<file path="src/design/lin_cfg.svh">
// constants for the lin node mode configuration block
// assumes an apb slave with 32-bit data and word aligned registers
//
// What this block does
// - node action field selects transmit, receive or ignore response; value three reserved
// - parity enable: master computes and sends id parity; both nodes check it
// - parity disabled: no id parity computed, sent or checked in any node role
// - checksum enable: master computes and appends checksum, slave checks received checksum
// - checksum disabled: no checksum computed, sent or checked in any node role
// - checksum kind zero selects enhanced checksum, one selects classic checksum
// - length source zero takes response length from the length control field
// - length source one derives response length from identifier bits five and six
// - length control value plus one gives response length in bytes
// - frame slot disable zero enables frame slot mode, one disables it
// - wakeup command sends new style wakeup when kind zero, old style when one
// - dma may write mode register except dma mode bit, only when that bit set
// - master port mode: identifier char is read write, holds identifier to send
// - slave port mode: identifier char read only, holds last received identifier
// - rx manchester polarity zero: rising is zero, falling is one; one inverts
// - drift bit one enables drift recovery; requires sixteen times oversampling mode
`ifndef LIN_CFG_SVH
`define LIN_CFG_SVH

// ======================================================
// register offsets
`define OFS_MODE_CONFIG   12'h000
`define OFS_IDENT_CHAR    12'h004
`define OFS_CONTROL       12'h008
`define OFS_PORT_MODE     12'h00c
`define OFS_MANCHESTER    12'h010
`define OFS_STATUS        12'h014
`define OFS_FIFO_DATA     12'h018

// ======================================================
// mode config fields
`define POS_NODE_ACT      0
`define POS_PAR_DIS       2
`define POS_CHK_DIS       3
`define POS_CHK_KIND      4
`define POS_LEN_SRC       5
`define POS_FSLOT_DIS     6
`define POS_WAKE_KIND     7
`define POS_LEN_CTRL      8
`define POS_DMA_MODE      16
`define MODE_CFG_MASK     32'h0001ffff
`define MODE_DMA_MASK     32'h0000ffff
`define MODE_CFG_RESET    32'h00000000

// ======================================================
// port mode, control, manchester fields
`define PORT_MODE_MASTER  4'ha
`define PORT_MODE_SLAVE   4'hb
`define POS_CTRL_WAKEUP   0
`define POS_MAN_RX_POL    28
`define POS_MAN_DRIFT     30
`define POS_MAN_OVER16    31
`define IDENT_RESET       8'h00

// ======================================================
// timing
`define WAKE_PULSE_NS     1000
`define WAKE_PULSE_CYC    ((`WAKE_PULSE_NS + 3) / 4)

`endif

</file>
<file path="src/design/lin_pkg.sv">
// types for the lin node mode configuration block
// assumes lin_cfg.svh for all numeric constants
package lin_pkg;

    typedef enum logic [1:0]
    {
        ACT_PUBLISH   = 2'h0,
        ACT_SUBSCRIBE = 2'h1,
        ACT_IGNORE    = 2'h2,
        ACT_RESERVED  = 2'h3
    } node_action_t;

    typedef struct packed
    {
        logic         dma_write_mode;
        logic [7:0]   response_length_ctrl;
        logic         wakeup_kind;
        logic         frame_slot_disable;
        logic         length_source_select;
        logic         checksum_kind;
        logic         checksum_disable;
        logic         id_parity_disable;
        node_action_t node_response_action;
    } mode_cfg_t;

    typedef struct packed
    {
        logic       tx_response;
        logic       rx_response;
        logic       tx_parity;
        logic       chk_parity;
        logic       tx_checksum;
        logic       chk_checksum;
        logic       enhanced_checksum;
        logic       frame_slot_en;
        logic [8:0] response_len;
        logic       drift_recover;
        logic       rx_pol_invert;
    } frame_ctrl_t;

    typedef enum logic [2:0]
    {
        WK_IDLE = 3'b001,
        WK_NEW  = 3'b010,
        WK_OLD  = 3'b100
    } wake_state_t;

endpackage

</file>
<file path="src/design/lin_node_mode_config.sv">
// lin node mode configuration and control with apb register access
// assumes apb master on i_clk, dma write port and frame engine on same clock
//
// The implementer's own choices: the register addresses and the APB register port.
`timescale 1ns/1ns
`default_nettype none
`include "lin_cfg.svh"
module lin_node_mode_config
    import lin_pkg::*;
#(
    parameter int FIFO_DEPTH = 32
)
(
    input  wire logic        i_clk,
    input  wire logic        i_rst,
    input  wire logic        i_psel,
    input  wire logic        i_penable,
    input  wire logic        i_pwrite,
    input  wire logic [11:0] i_paddr,
    input  wire logic [31:0] i_pwdata,
    output logic      [31:0] o_prdata,
    output logic             o_pready,
    output logic             o_pslverr,
    input  wire logic        i_dma_wr_valid,
    input  wire logic [31:0] i_dma_wr_data,
    output logic             o_dma_wr_ready,
    input  wire logic        i_rx_id_valid,
    input  wire logic [7:0]  i_rx_id,
    input  wire logic        i_rx_data_valid,
    input  wire logic [7:0]  i_rx_data,
    output logic             o_rx_data_ready,
    input  wire logic        i_wake_pin,
    output logic [7:0]       o_tx_id,
    output frame_ctrl_t      o_frame_ctrl,
    output logic             o_wakeup_line
);
    // ======================================================
    // register state
    mode_cfg_t   mode_q;
    logic [7:0]  ident_q;
    logic [3:0]  port_mode_q;
    logic        rx_pol_q;
    logic        drift_q;
    logic        over16_q;
    logic        rx_id_seen_q;
    logic        wake_pin_s;
    frame_ctrl_t ctrl_d;
    frame_ctrl_t ctrl_q;
    logic [31:0] rdata_q;
    wake_state_t wk_q;
    logic [15:0] wk_cnt_q;
    logic        wake_line_q;

    logic        acc;
    logic        wr;
    logic        rd;
    logic        is_master;
    logic        is_slave;
    logic        mapped;
    logic        fifo_valid;
    logic [7:0]  fifo_data;
    logic        fifo_pop;
    logic [$clog2(FIFO_DEPTH):0] fifo_level;

    localparam logic [15:0] WAKE_NEW_CYC = 16'(`WAKE_PULSE_CYC);
    localparam logic [15:0] WAKE_OLD_CYC = 16'(`WAKE_PULSE_CYC * 2);

    initial
    begin
        if (FIFO_DEPTH != 32)
            $error("lin_node_mode_config: receive fifo must hold 32 words");
    end

    assign acc       = i_psel && i_penable;
    assign wr        = acc && i_pwrite;
    assign rd        = acc && !i_pwrite;
    assign is_master = port_mode_q == `PORT_MODE_MASTER;
    assign is_slave  = port_mode_q == `PORT_MODE_SLAVE;
    assign mapped    = i_paddr inside {`OFS_MODE_CONFIG, `OFS_IDENT_CHAR, `OFS_CONTROL,
                                       `OFS_PORT_MODE, `OFS_MANCHESTER, `OFS_STATUS, `OFS_FIFO_DATA};
    assign o_pready  = 1'b1;
    assign o_pslverr = acc && !mapped;
    assign o_prdata  = rdata_q;

    // ======================================================
    // pin synchroniser
    lin_sync #(.WIDTH(1)) u_wake_sync
    (
        .i_clk   (i_clk),
        .i_rst   (i_rst),
        .i_async (i_wake_pin),
        .o_sync  (wake_pin_s)
    );

    // ======================================================
    // receive data fifo
    assign fifo_pop = rd && i_paddr == `OFS_FIFO_DATA;

    lin_fifo #(.WIDTH(8), .DEPTH(FIFO_DEPTH)) u_rx_fifo
    (
        .i_clk       (i_clk),
        .i_rst       (i_rst),
        .i_in_valid  (i_rx_data_valid),
        .o_in_ready  (o_rx_data_ready),
        .i_in_data   (i_rx_data),
        .o_out_valid (fifo_valid),
        .i_out_ready (fifo_pop),
        .o_out_data  (fifo_data),
        .o_level     (fifo_level)
    );

    // ======================================================
    // mode register: apb and dma writers
    assign o_dma_wr_ready = mode_q.dma_write_mode && !(wr && i_paddr == `OFS_MODE_CONFIG);

    always_ff @(posedge i_clk)
    begin
        if (i_rst)
            mode_q <= mode_cfg_t'(`MODE_CFG_RESET);
        else if (wr && i_paddr == `OFS_MODE_CONFIG)
            mode_q <= mode_cfg_t'(i_pwdata[16:0]);
        else if (i_dma_wr_valid && o_dma_wr_ready)
            mode_q <= mode_cfg_t'({mode_q.dma_write_mode, i_dma_wr_data[15:0]});
    end

    // ======================================================
    // identifier character
    always_ff @(posedge i_clk)
    begin
        if (i_rst)
            ident_q <= `IDENT_RESET;
        else if (is_slave && i_rx_id_valid)
            ident_q <= i_rx_id;
        else if (is_master && wr && i_paddr == `OFS_IDENT_CHAR)
            ident_q <= i_pwdata[7:0];
    end

    always_ff @(posedge i_clk)
    begin
        if (i_rst)
            rx_id_seen_q <= 1'b0;
        else if (is_slave && i_rx_id_valid)
            rx_id_seen_q <= 1'b1;
        else if (rd && i_paddr == `OFS_STATUS)
            rx_id_seen_q <= 1'b0;
    end

    // ======================================================
    // port mode and manchester registers
    always_ff @(posedge i_clk)
    begin
        if (i_rst)
        begin
            port_mode_q <= 4'h0;
            rx_pol_q    <= 1'b0;
            drift_q     <= 1'b0;
            over16_q    <= 1'b0;
        end
        else if (wr && i_paddr == `OFS_PORT_MODE)
            port_mode_q <= i_pwdata[3:0];
        else if (wr && i_paddr == `OFS_MANCHESTER)
        begin
            rx_pol_q <= i_pwdata[`POS_MAN_RX_POL];
            drift_q  <= i_pwdata[`POS_MAN_DRIFT];
            over16_q <= i_pwdata[`POS_MAN_OVER16];
        end
    end

    // ======================================================
    // read data
    always_ff @(posedge i_clk)
    begin
        if (i_rst)
            rdata_q <= 32'h0;
        else if (i_psel && !i_penable && !i_pwrite)
        begin
            case (i_paddr)
                `OFS_MODE_CONFIG : rdata_q <= {15'h0, mode_q};
                `OFS_IDENT_CHAR  : rdata_q <= {24'h0, ident_q};
                `OFS_PORT_MODE   : rdata_q <= {28'h0, port_mode_q};
                `OFS_MANCHESTER  : rdata_q <= {over16_q, drift_q, 1'b0, rx_pol_q, 28'h0};
                `OFS_STATUS      : rdata_q <= {16'h0, 2'h0, wk_q != WK_IDLE, rx_id_seen_q,
                                               wake_pin_s, 5'h0, fifo_level};
                `OFS_FIFO_DATA   : rdata_q <= {23'h0, fifo_valid, fifo_data};
                default          : rdata_q <= 32'h0;
            endcase
        end
    end

    // ======================================================
    // frame control decode
    always_comb
    begin
        ctrl_d = '0;
        ctrl_d.tx_response       = mode_q.node_response_action == ACT_PUBLISH;
        ctrl_d.rx_response       = mode_q.node_response_action == ACT_SUBSCRIBE;
        ctrl_d.tx_parity         = is_master && !mode_q.id_parity_disable;
        ctrl_d.chk_parity        = (is_master || is_slave) && !mode_q.id_parity_disable;
        ctrl_d.tx_checksum       = is_master && !mode_q.checksum_disable;
        ctrl_d.chk_checksum      = is_slave && !mode_q.checksum_disable;
        ctrl_d.enhanced_checksum = !mode_q.checksum_kind;
        ctrl_d.frame_slot_en     = !mode_q.frame_slot_disable;
        ctrl_d.rx_pol_invert     = rx_pol_q;
        ctrl_d.drift_recover     = drift_q && over16_q;
        if (!mode_q.length_source_select)
            ctrl_d.response_len = {1'b0, mode_q.response_length_ctrl} + 9'h1;
        else
        begin
            case (ident_q[6:5])
                2'h0    : ctrl_d.response_len = 9'h2;
                2'h1    : ctrl_d.response_len = 9'h2;
                2'h2    : ctrl_d.response_len = 9'h4;
                default : ctrl_d.response_len = 9'h8;
            endcase
        end
    end

    always_ff @(posedge i_clk)
    begin
        if (i_rst)
            ctrl_q <= '0;
        else
            ctrl_q <= ctrl_d;
    end

    always_ff @(posedge i_clk)
    begin
        if (i_rst)
            o_tx_id <= 8'h0;
        else
            o_tx_id <= is_master ? ident_q : 8'h0;
    end

    assign o_frame_ctrl = ctrl_q;

    // ======================================================
    // wakeup generator
    always_ff @(posedge i_clk)
    begin
        if (i_rst)
        begin
            wk_q     <= WK_IDLE;
            wk_cnt_q <= 16'h0;
        end
        else
        begin
            case (wk_q)
                WK_IDLE :
                begin
                    if (wr && i_paddr == `OFS_CONTROL && i_pwdata[`POS_CTRL_WAKEUP])
                    begin
                        wk_q     <= mode_q.wakeup_kind ? WK_OLD : WK_NEW;
                        wk_cnt_q <= mode_q.wakeup_kind ? WAKE_OLD_CYC : WAKE_NEW_CYC;
                    end
                end
                WK_NEW, WK_OLD :
                begin
                    if (wk_cnt_q == 16'h1)
                        wk_q <= WK_IDLE;
                    wk_cnt_q <= wk_cnt_q - 16'h1;
                end
                default : wk_q <= WK_IDLE;
            endcase
        end
    end

    always_ff @(posedge i_clk)
    begin
        if (i_rst)
            wake_line_q <= 1'b0;
        else
            wake_line_q <= wk_q != WK_IDLE;
    end

    assign o_wakeup_line = wake_line_q;

    // ======================================================
    // checks
    property p_dma_blocked;
        @(posedge i_clk) disable iff (i_rst)
        !mode_q.dma_write_mode |-> !o_dma_wr_ready;
    endproperty
    a_dma_blocked : assert property (p_dma_blocked) else $error("dma write allowed");

    property p_dma_keeps_flag;
        @(posedge i_clk) disable iff (i_rst)
        (i_dma_wr_valid && o_dma_wr_ready) |=> mode_q.dma_write_mode;
    endproperty
    a_dma_keeps_flag : assert property (p_dma_keeps_flag) else $error("dma changed mode flag");

    property p_slave_capture;
        @(posedge i_clk) disable iff (i_rst)
        (is_slave && i_rx_id_valid) |=> ident_q == $past(i_rx_id);
    endproperty
    a_slave_capture : assert property (p_slave_capture) else $error("slave id not captured");

    property p_slave_ro;
        @(posedge i_clk) disable iff (i_rst)
        (is_slave && !i_rx_id_valid) |=> $stable(ident_q);
    endproperty
    a_slave_ro : assert property (p_slave_ro) else $error("slave id written");

    property p_master_write;
        @(posedge i_clk) disable iff (i_rst)
        (is_master && wr && i_paddr == `OFS_IDENT_CHAR) |=> ##1 o_tx_id == $past(i_pwdata[7:0], 2);
    endproperty
    a_master_write : assert property (p_master_write) else $error("master id not sent");

    property p_len_reg;
        @(posedge i_clk) disable iff (i_rst)
        !i_rst && !mode_q.length_source_select |=> o_frame_ctrl.response_len == 9'($past(mode_q.response_length_ctrl)) + 9'h1;
    endproperty
    a_len_reg : assert property (p_len_reg) else $error("length mismatch");

    property p_parity_off;
        @(posedge i_clk) disable iff (i_rst)
        mode_q.id_parity_disable |=> !o_frame_ctrl.tx_parity && !o_frame_ctrl.chk_parity;
    endproperty
    a_parity_off : assert property (p_parity_off) else $error("parity active when disabled");

    property p_chk_off;
        @(posedge i_clk) disable iff (i_rst)
        mode_q.checksum_disable |=> !o_frame_ctrl.tx_checksum && !o_frame_ctrl.chk_checksum;
    endproperty
    a_chk_off : assert property (p_chk_off) else $error("checksum active when disabled");

    property p_wake_len;
        @(posedge i_clk) disable iff (i_rst)
        (wk_q == WK_IDLE && wr && i_paddr == `OFS_CONTROL && i_pwdata[0] && !mode_q.wakeup_kind)
            |=> ##1 o_wakeup_line [*8];
    endproperty
    a_wake_len : assert property (p_wake_len) else $error("wakeup pulse short");

    c_wake_old  : cover property (@(posedge i_clk) wk_q == WK_OLD);
    c_dma_write : cover property (@(posedge i_clk) i_dma_wr_valid && o_dma_wr_ready);
    c_slave_id  : cover property (@(posedge i_clk) is_slave && i_rx_id_valid);
    c_fifo_full : cover property (@(posedge i_clk) !o_rx_data_ready);
endmodule
`default_nettype wire

</file>
<file path="src/design/lin_fifo.sv">
// synchronous fifo with valid and ready on both sides
// assumes one clock, synchronous active high reset
`timescale 1ns/1ns
`default_nettype none
module lin_fifo
    import lin_pkg::*;
#(
    parameter int WIDTH = 8,
    parameter int DEPTH = 32
)
(
    input  wire logic             i_clk,
    input  wire logic             i_rst,
    input  wire logic             i_in_valid,
    output logic                  o_in_ready,
    input  wire logic [WIDTH-1:0] i_in_data,
    output logic                  o_out_valid,
    input  wire logic             i_out_ready,
    output logic      [WIDTH-1:0] o_out_data,
    output logic      [$clog2(DEPTH):0] o_level
);
    localparam int AW = $clog2(DEPTH);

    initial
    begin
        if (DEPTH < 2 || (1 << AW) != DEPTH || WIDTH < 1)
            $error("lin_fifo: depth must be a power of two");
    end

    logic [WIDTH-1:0] mem_q [DEPTH];
    logic [AW:0]      wr_q;
    logic [AW:0]      rd_q;
    logic             push;
    logic             pop;

    assign o_in_ready  = (wr_q - rd_q) != DEPTH[AW:0];
    assign o_out_valid = wr_q != rd_q;
    assign push        = i_in_valid && o_in_ready;
    assign pop         = o_out_valid && i_out_ready;
    assign o_out_data  = mem_q[rd_q[AW-1:0]];
    assign o_level     = wr_q - rd_q;

    always_ff @(posedge i_clk)
    begin
        if (push)
            mem_q[wr_q[AW-1:0]] <= i_in_data;
    end

    always_ff @(posedge i_clk)
    begin
        if (i_rst)
        begin
            wr_q <= '0;
            rd_q <= '0;
        end
        else
        begin
            if (push)
                wr_q <= wr_q + 1'b1;
            if (pop)
                rd_q <= rd_q + 1'b1;
        end
    end

    property p_no_overflow;
        @(posedge i_clk) disable iff (i_rst)
        o_level <= DEPTH[AW:0];
    endproperty
    a_no_overflow : assert property (p_no_overflow) else $error("fifo level above depth");
endmodule
`default_nettype wire

</file>
<file path="src/design/lin_sync.sv">
// two flip-flop synchroniser for pin levels
// assumes asynchronous inputs, one clock
`timescale 1ns/1ns
`default_nettype none
module lin_sync
#(
    parameter int WIDTH = 1
)
(
    input  wire logic             i_clk,
    input  wire logic             i_rst,
    input  wire logic [WIDTH-1:0] i_async,
    output logic      [WIDTH-1:0] o_sync
);
    logic [WIDTH-1:0] meta_q;
    logic [WIDTH-1:0] sync_q;

    initial
    begin
        if (WIDTH < 1)
            $error("lin_sync: width must be positive");
    end

    always_ff @(posedge i_clk)
    begin
        if (i_rst)
        begin
            meta_q <= '0;
            sync_q <= '0;
        end
        else
        begin
            meta_q <= i_async;
            sync_q <= meta_q;
        end
    end

    assign o_sync = sync_q;
endmodule
`default_nettype wire

</file>
<file path="config.mk">
export PLATFORM = sky130hd
export DESIGN_NAME = lin_node_mode_config
export DESIGN_NICKNAME = d
export VERILOG_FILES = /design/src/design/lin_pkg.sv /design/src/design/lin_node_mode_config.sv /design/src/design/lin_fifo.sv /design/src/design/lin_sync.sv
export VERILOG_INCLUDE_DIRS = /design/src /design/src/design
export SDC_FILE = /design/constraint.sdc
export NUM_CORES = 1
export LEC_CHECK = 0
export ABC_CLOCK_PERIOD_IN_PS = 7900
export BUFFER_PORTS_ARGS = -buffer_cell sky130_fd_sc_hd__buf_2
export CAP_MARGIN = 15
export CORE_MARGIN = 8
export CORE_UTILIZATION = 40
export CTS_CLUSTER_SIZE = 16
export DETAILED_ROUTE_END_ITERATION = 12
export GPL_TIMING_DRIVEN = 0
export HOLD_SLACK_MARGIN = 0.08
export PLACE_DENSITY_LB_ADDON = 0.12
export SLEW_MARGIN = 0
export SYNTH_ARGS = -nofsm -noshare
export SYNTH_HDL_FRONTEND = slang
export SYNTH_HIERARCHICAL = 1
export SYNTH_SLANG_ARGS = --single-unit
</file>
<file path="constraint.sdc">
create_clock -name i_clk -period 7.9 [get_ports i_clk]
set_input_delay 0.79 -clock i_clk [delete_from_list [all_inputs] [get_ports i_clk]]
set_output_delay 0.79 -clock i_clk [all_outputs]
set_load 0.01 [all_outputs]
</file>
# ---- Yosys cells after proc, flatten, opt, wreduce, memory -nomap -nowiden
# Memory sizes are Yosys's and may differ from the RTL's. A register that Yosys moved wholly into a read port is not among the register bits.
# Index checks and enable logic that the tools add are counted.
dict set report totals {
  elab_cells 131
  n_memories 1
  output_inout_bits 64
  inputBits 101
  romBits 0
  register_bits 126
  mem_bits_rw 256
  latch_bits 0
}
dict set report op_classes {
  n_reduce_logical 48
  bitwise_logic 2
  n_lt_le_gt_ge 0
  n_eq_ne 20
  addsub 5
  n_mul 0
  n_mux 20
  shift 0
  div_mod_pow 0
}
# name depth width read_ports rd_clocked_by_memory_dff wr line_no
set mem_list {}
lappend mem_list {u_rx_fifo.mem_q 32 8 1 1 1 lin_fifo.sv:30} ;# logic [WIDTH-1:0] mem_q [DEPTH];
# operator n
set ops {}
lappend ops {{$pmux 32 s6} 1}
lappend ops {{$eq 12x5->1 const B} 3}
lappend ops {{$mux 16} 2}
lappend ops {{$pmux 16 s2} 1}
lappend ops {{$logic_and 1x1->1} 25}
lappend ops {{$eq 12x4->1 const B} 2}
lappend ops {{$mux 9} 2}
lappend ops {{$mux 17} 1}
lappend ops {{$eq 16x1->1 const B} 1}
lappend ops {{$mux 8} 2}
lappend ops {{$sub 16x1->16 const B} 1}
lappend ops {{$add 6x1->6 const B} 2}
lappend ops {{$eq 12x3->1 const B} 1}
lappend ops {{$logic_not 12->1} 1}
lappend ops {{$mux 5} 2}
lappend ops {{$add 8x1->9 const B} 1}
lappend ops {{$mux 3} 3}
lappend ops {{$eq 4x4->1 const B} 2}
lappend ops {{$logic_not 1->1} 8}
lappend ops {{$pmux 4 s2} 1}
lappend ops {{$reduce_bool 2->1} 4}
lappend ops {{$reduce_bool 7->1} 1}
lappend ops {{$ne 6x6->1} 1}
lappend ops {{$ne 6x6->1 const B} 1}
lappend ops {{15 further kinds} 26}

# ---- Longest topological paths before layout
dict set report logic_depth {
  depth_word 8
  depth_mapped 9
  mapped_depth_nobuf 9
}

# ---- Hierarchy
# Netlist, hierarchy kept.
# mod cells_per_inst seq_area_each_um2 n_inst area_per_inst_um2
set by_module_without_submodules {}
lappend by_module_without_submodules {lin_fifo 525 8027.7 1 10903.0}
lappend by_module_without_submodules {lin_node_mode_config 558 2001.9 1 4812.1}
lappend by_module_without_submodules {lin_sync 4 40.0 1 52.6}

# ---- Worst setup path before layout
# OpenSTA, ideal clock, no wires.
dict set report synth_timing {
  path_kind {flip-flop to flip-flop}
  from {register u_rx_fifo.wr_q[0]}
  to {memory u_rx_fifo.mem_q[0][0] (enable)}
  setup_slack_ns 5.023
  required_time_ns 7.601
  path_stages_with_launch 9
  t_arrival_ns 2.578
  path_cell_list {dfxtp_1 -> inv_1 -> ha_1 -> fa_1 -> inv_1 -> or3_1 -> or3_4 -> o211ai_1 -> nor2_1}
}
dict set report synth_between {
  elab_chain_cells 5
}
# item line_no
set synth_lines {}
lappend synth_lines {{start: declaration} lin_fifo.sv:31} ;# logic [AW:0] wr_q;
lappend synth_lines {{start signal: assignment} lin_fifo.sv:59} ;# wr_q <= wr_q + 1'b1;
lappend synth_lines {{$sub 6x6->6} --}
lappend synth_lines {{net fifo_level[1]} lin_node_mode_config.sv:63} ;# logic [$clog2(FIFO_DEPTH):0] fifo_level;
lappend synth_lines {{$ne 6x6->1} lin_fifo.sv:36} ;# assign o_in_ready = (wr_q - rd_q) != DEPTH[AW:0];
lappend synth_lines {{$logic_and 1x1->1} lin_fifo.sv:38} ;# assign push = i_in_valid && o_in_ready;
lappend synth_lines {{$mux 1} lin_fifo.sv:45} ;# if (push)
lappend synth_lines {{$mux 1 (implied by the code)} lin_fifo.sv:46} ;# mem_q[wr_q[AW-1:0]] <= i_in_data;
lappend synth_lines {{end: declaration} lin_fifo.sv:30}
# The timed path passes the listed nets, and every way through them passes these cells.

# ---- Final worst setup path
dict set report layout_timing {
  from {register u_rx_fifo.wr_q[0]}
  to {memory u_rx_fifo.mem_q[13][3] (enable)}
}
# Same word-level chain as after synthesis.

==> metrics.txt <==
number of global-route vias before repair=9927; P_leak=roughly 6.4 nW; nets=1380; I/O pin count=165; post_cts resized=0; n_diodes=0; Tcrit/Tclk final=0.496; Site Rows=72; Post-CTS Hold Buffers=0; die footprint=46000 µm²; minimum clock period=3920 ps; Critical Path Sink Type=flip-flop; clock network power share=0.470; initial antenna violation count=0; asr flop ratio synth=0; number of detailed-route iterations in the first pass=4; fin. max-slew vios=0; Worst-Skew Late Latency=about 560 ps; Switching Fraction=0.212; Final Hold Fails=0; total wire length=42.2 mm; Max Root-Sink Buffers=3; Hold WS=447 ps; hold worst-path end=o_prdata[31]$_SDFFE_PP0P_; unrepaired setup endpoints after global routing=no; WP data required=8090 ps; top cells by area, synth=edfxtp_1 49%, dfxtp_1 15%, mux4_2 11%; Synth top area share=0.488; CTS root buffer=clkbuf_16; R2R depth=8; CTS clock-pin slew for the worst setup and hold paths=60 ps; Die Wd=about 210 µm; Via Count=slightly below 10k; Seq. cell area=10100 µm²; Tot Pwr=4.32 mW; maximum fanout along the worst path=8; max_cap viols=0; Yosys top cell by area=edfxtp_1; largest net degree at the start of global routing=33; endpoints failing setup=0; Flop pwr share=0.490; Setup TNS=0 ps; Startpoint Class=flip-flop; Syn Inst Count=1087; ys flop type=edfxtp_1; Pint=3.40 mW; Syn Std Cell Area=15800 µm²; P&R area growth vs syn=17.4%; Post-synth EDFFs=256; vias per cell=5.46; TritonCTS clock tree=built; relative slew slack=0.199; initial drt markers=884; reg2reg start=u_rx_fifo/wr_q[0]$_SDFFE_PP0P_; Die Ht=215 µm; Mapped Avg Cell Area=about 15 µm²; crit path DAT=4110 ps; port bufs=121; Slew @ Worst Pin=roughly 1200 ps; CTS Buf Count=42; fraction of layout cells with a size suffix above 1=0.257; Antenna Nets Post-Route=0; Overall Global Routing Usage=0.179; first-pass GRT wire length=63.2 mm; multi-input logic area=between 5000 and 6000 µm²; Unique masters post-synth=68; maximum VDD drop=around 0.18 mV; PwrDens=233 nW/µm²; Initial Util=0.406; status=finished, final reports clean; Reg2Reg Setup Slack=3980 ps; worst min-delay path startpoint=o_prdata[31]$_SDFFE_PP0P_; R2R Path End=u_rx_fifo/mem_q[13][3]$_DFFE_PP_; Hold Crit Depth=2; min-delay worst type=reg2reg; Core Box Area=38800 µm²; Setup Fix Bufs, Post-CTS=0; DRC viols=0; filler cell count=3435; Yosys warnings=6; critical path type=reg2reg; Fmax achieved=0.255 GHz; CTS Sinks=~380; P_sw=0.914 mW; Placer Congestion=0.855; Clock Skews=7.96 ps; DP HPWL=~30 mm; WL per Instance=23.2 µm; CTS H-tree depth=2; FF+latch count, synth=375; sequential share of the synthesized area=0.639; Comb pwr share=0.040; gr ovfl total=0
## cell type report
cell class              instances  area share
plain buffers                  74      0.0202
clock buffers                  55      0.0628
clock inverters                21      0.0150
inverters                      18     0.00365
multi-input cells             631       0.286
flip-flops and latches        375       0.544
well taps                     518      0.0350
repair buffers                123      0.0335
## routing by layer
layer	wire length (µm)	GRT usage
met5	0	0
met4	1030	0.0580
met3	2740	0.0392
met2	19800	0.288
met1	18600	0.240
## through the flow
step           setup WS (ps)  instance area, µm²  cells   util
4_1_cts                 3990               18500   1813  0.477
3_5_place_dp            4000               17100   1737  0.439
6_report                3980               18500   1815  0.477
3_3_place_gp            4000               17100   1737  0.439
2_1_floorplan           5020               15800   1098      -
5_1_grt                 3860               18500   1815  0.477
## worst max-delay path by stage
stage | from | end | slack [ps] | depth (start not counted)
finish | u_rx_fifo/wr_q[0]$_SDFFE_PP0P_ | u_rx_fifo/mem_q[13][3]$_DFFE_PP_ | 3980 | 8
global route | u_rx_fifo/wr_q[0]$_SDFFE_PP0P_ | u_rx_fifo/mem_q[5][1]$_DFFE_PP_ | 3860 | 9
CTS | u_rx_fifo/wr_q[0]$_SDFFE_PP0P_ | u_rx_fifo/mem_q[12][3]$_DFFE_PP_ | 3990 | 8
global placement | u_rx_fifo/wr_q[0]$_SDFFE_PP0P_ | u_rx_fifo/mem_q[30][7]$_DFFE_PP_ | 4000 | 8
floorplan | u_rx_fifo/wr_q[0]$_SDFFE_PP0P_ | u_rx_fifo/mem_q[0][0]$_DFFE_PP_ | 5020 | 8
detailed placement | u_rx_fifo/wr_q[0]$_SDFFE_PP0P_ | u_rx_fifo/mem_q[4][7]$_DFFE_PP_ | 4000 | 8
## power groups by stage
| stage | Sequential [mW] | Clock, mW | Combinational [mW] |
|---|---|---|---|
| final | 2.12 | 2.03 | 0.172 |
| after global routing | 2.12 | 2.16 | 0.185 |
| after CTS | 2.12 | 2.09 | 0.170 |
| after detailed placement | 2.16 | 0 | 0.170 |
| after global placement | 2.16 | 0 | 0.169 |
| after floorplan | 2.16 | 0 | 0.0836 |
## sequential cells by signal, summed over array words and instances (netlist names), named ones only
name and count:
u_rx_fifo/rd_q 6, mode_q 17, wk_cnt_q 16, rx_id_seen_q 1, u_wake_sync/o_sync 1, over16_q 1
drift_q 1, o_tx_id 8, rx_pol_q 1, u_rx_fifo/wr_q 6, u_rx_fifo/mem_q 256, o_frame_ctrl 19
o_wakeup_line 1, port_mode_q 4, ident_q 8, wk_q 3, u_wake_sync/meta_q 1, o_prdata 20
## kinds of logic (layout without fill, tap and decap cells)
family          count (synthesis)  count (layout)  synth area share
compound gates                153             153            0.0643
xor+xnor                       17              17           0.00944
fa+ha+maj                      14              14            0.0116
buf+inv                        92             291            0.0280
flops                         375             375             0.639
mux                           115             115             0.138
other cells                     2              13          0.000476
simple gates                  319             319             0.110
## cells in the mapped netlist, types with 13 or more instances
| master | instances |
|---|---|
| nand4_1 | 24 |
| inv_1 | 18 |
| edfxtp_1 | 256 |
| nor3_1 | 26 |
| o211ai_1 | 13 |
| ha_1 | 13 |
| mux4_2 | 80 |
| a21oi_1 | 42 |
| nand3_1 | 34 |
| nand2_1 | 54 |
| mux2i_1 | 22 |
| o21ai_0 | 27 |
| nor2_1 | 78 |
| buf_4 | 20 |
| clkbuf_1 | 37 |
| and2_1 | 16 |
| dfxtp_1 | 119 |
| a211oi_1 | 23 |
## placed cells by master (no fill, tap or decap), types with 13 or more instances in the layout
cell,instances
clkbuf_16,43
and2_1,16
buf_4,22
a21oi_1,42
ha_1,13
buf_2,126
a211oi_1,23
dfxtp_1,119
inv_1,18
nand2_1,54
o21ai_0,27
o211ai_1,13
mux4_2,80
nor2_1,78
nand4_1,24
conb_1,13
edfxtp_1,256
nand3_1,34
mux2i_1,22
clkbuf_1,44
nor3_1,26
## worst max-delay path: stages, from the launching register on
cell      delay (ps)
dfxtp_1          430
inv_1            120
ha_1             240
fa_1             500
inv_1             60
or3_1            380
or3_4            370
o211ai_1         950
nor2_1           490
Note: power is estimated with default switching activity, not from simulation.
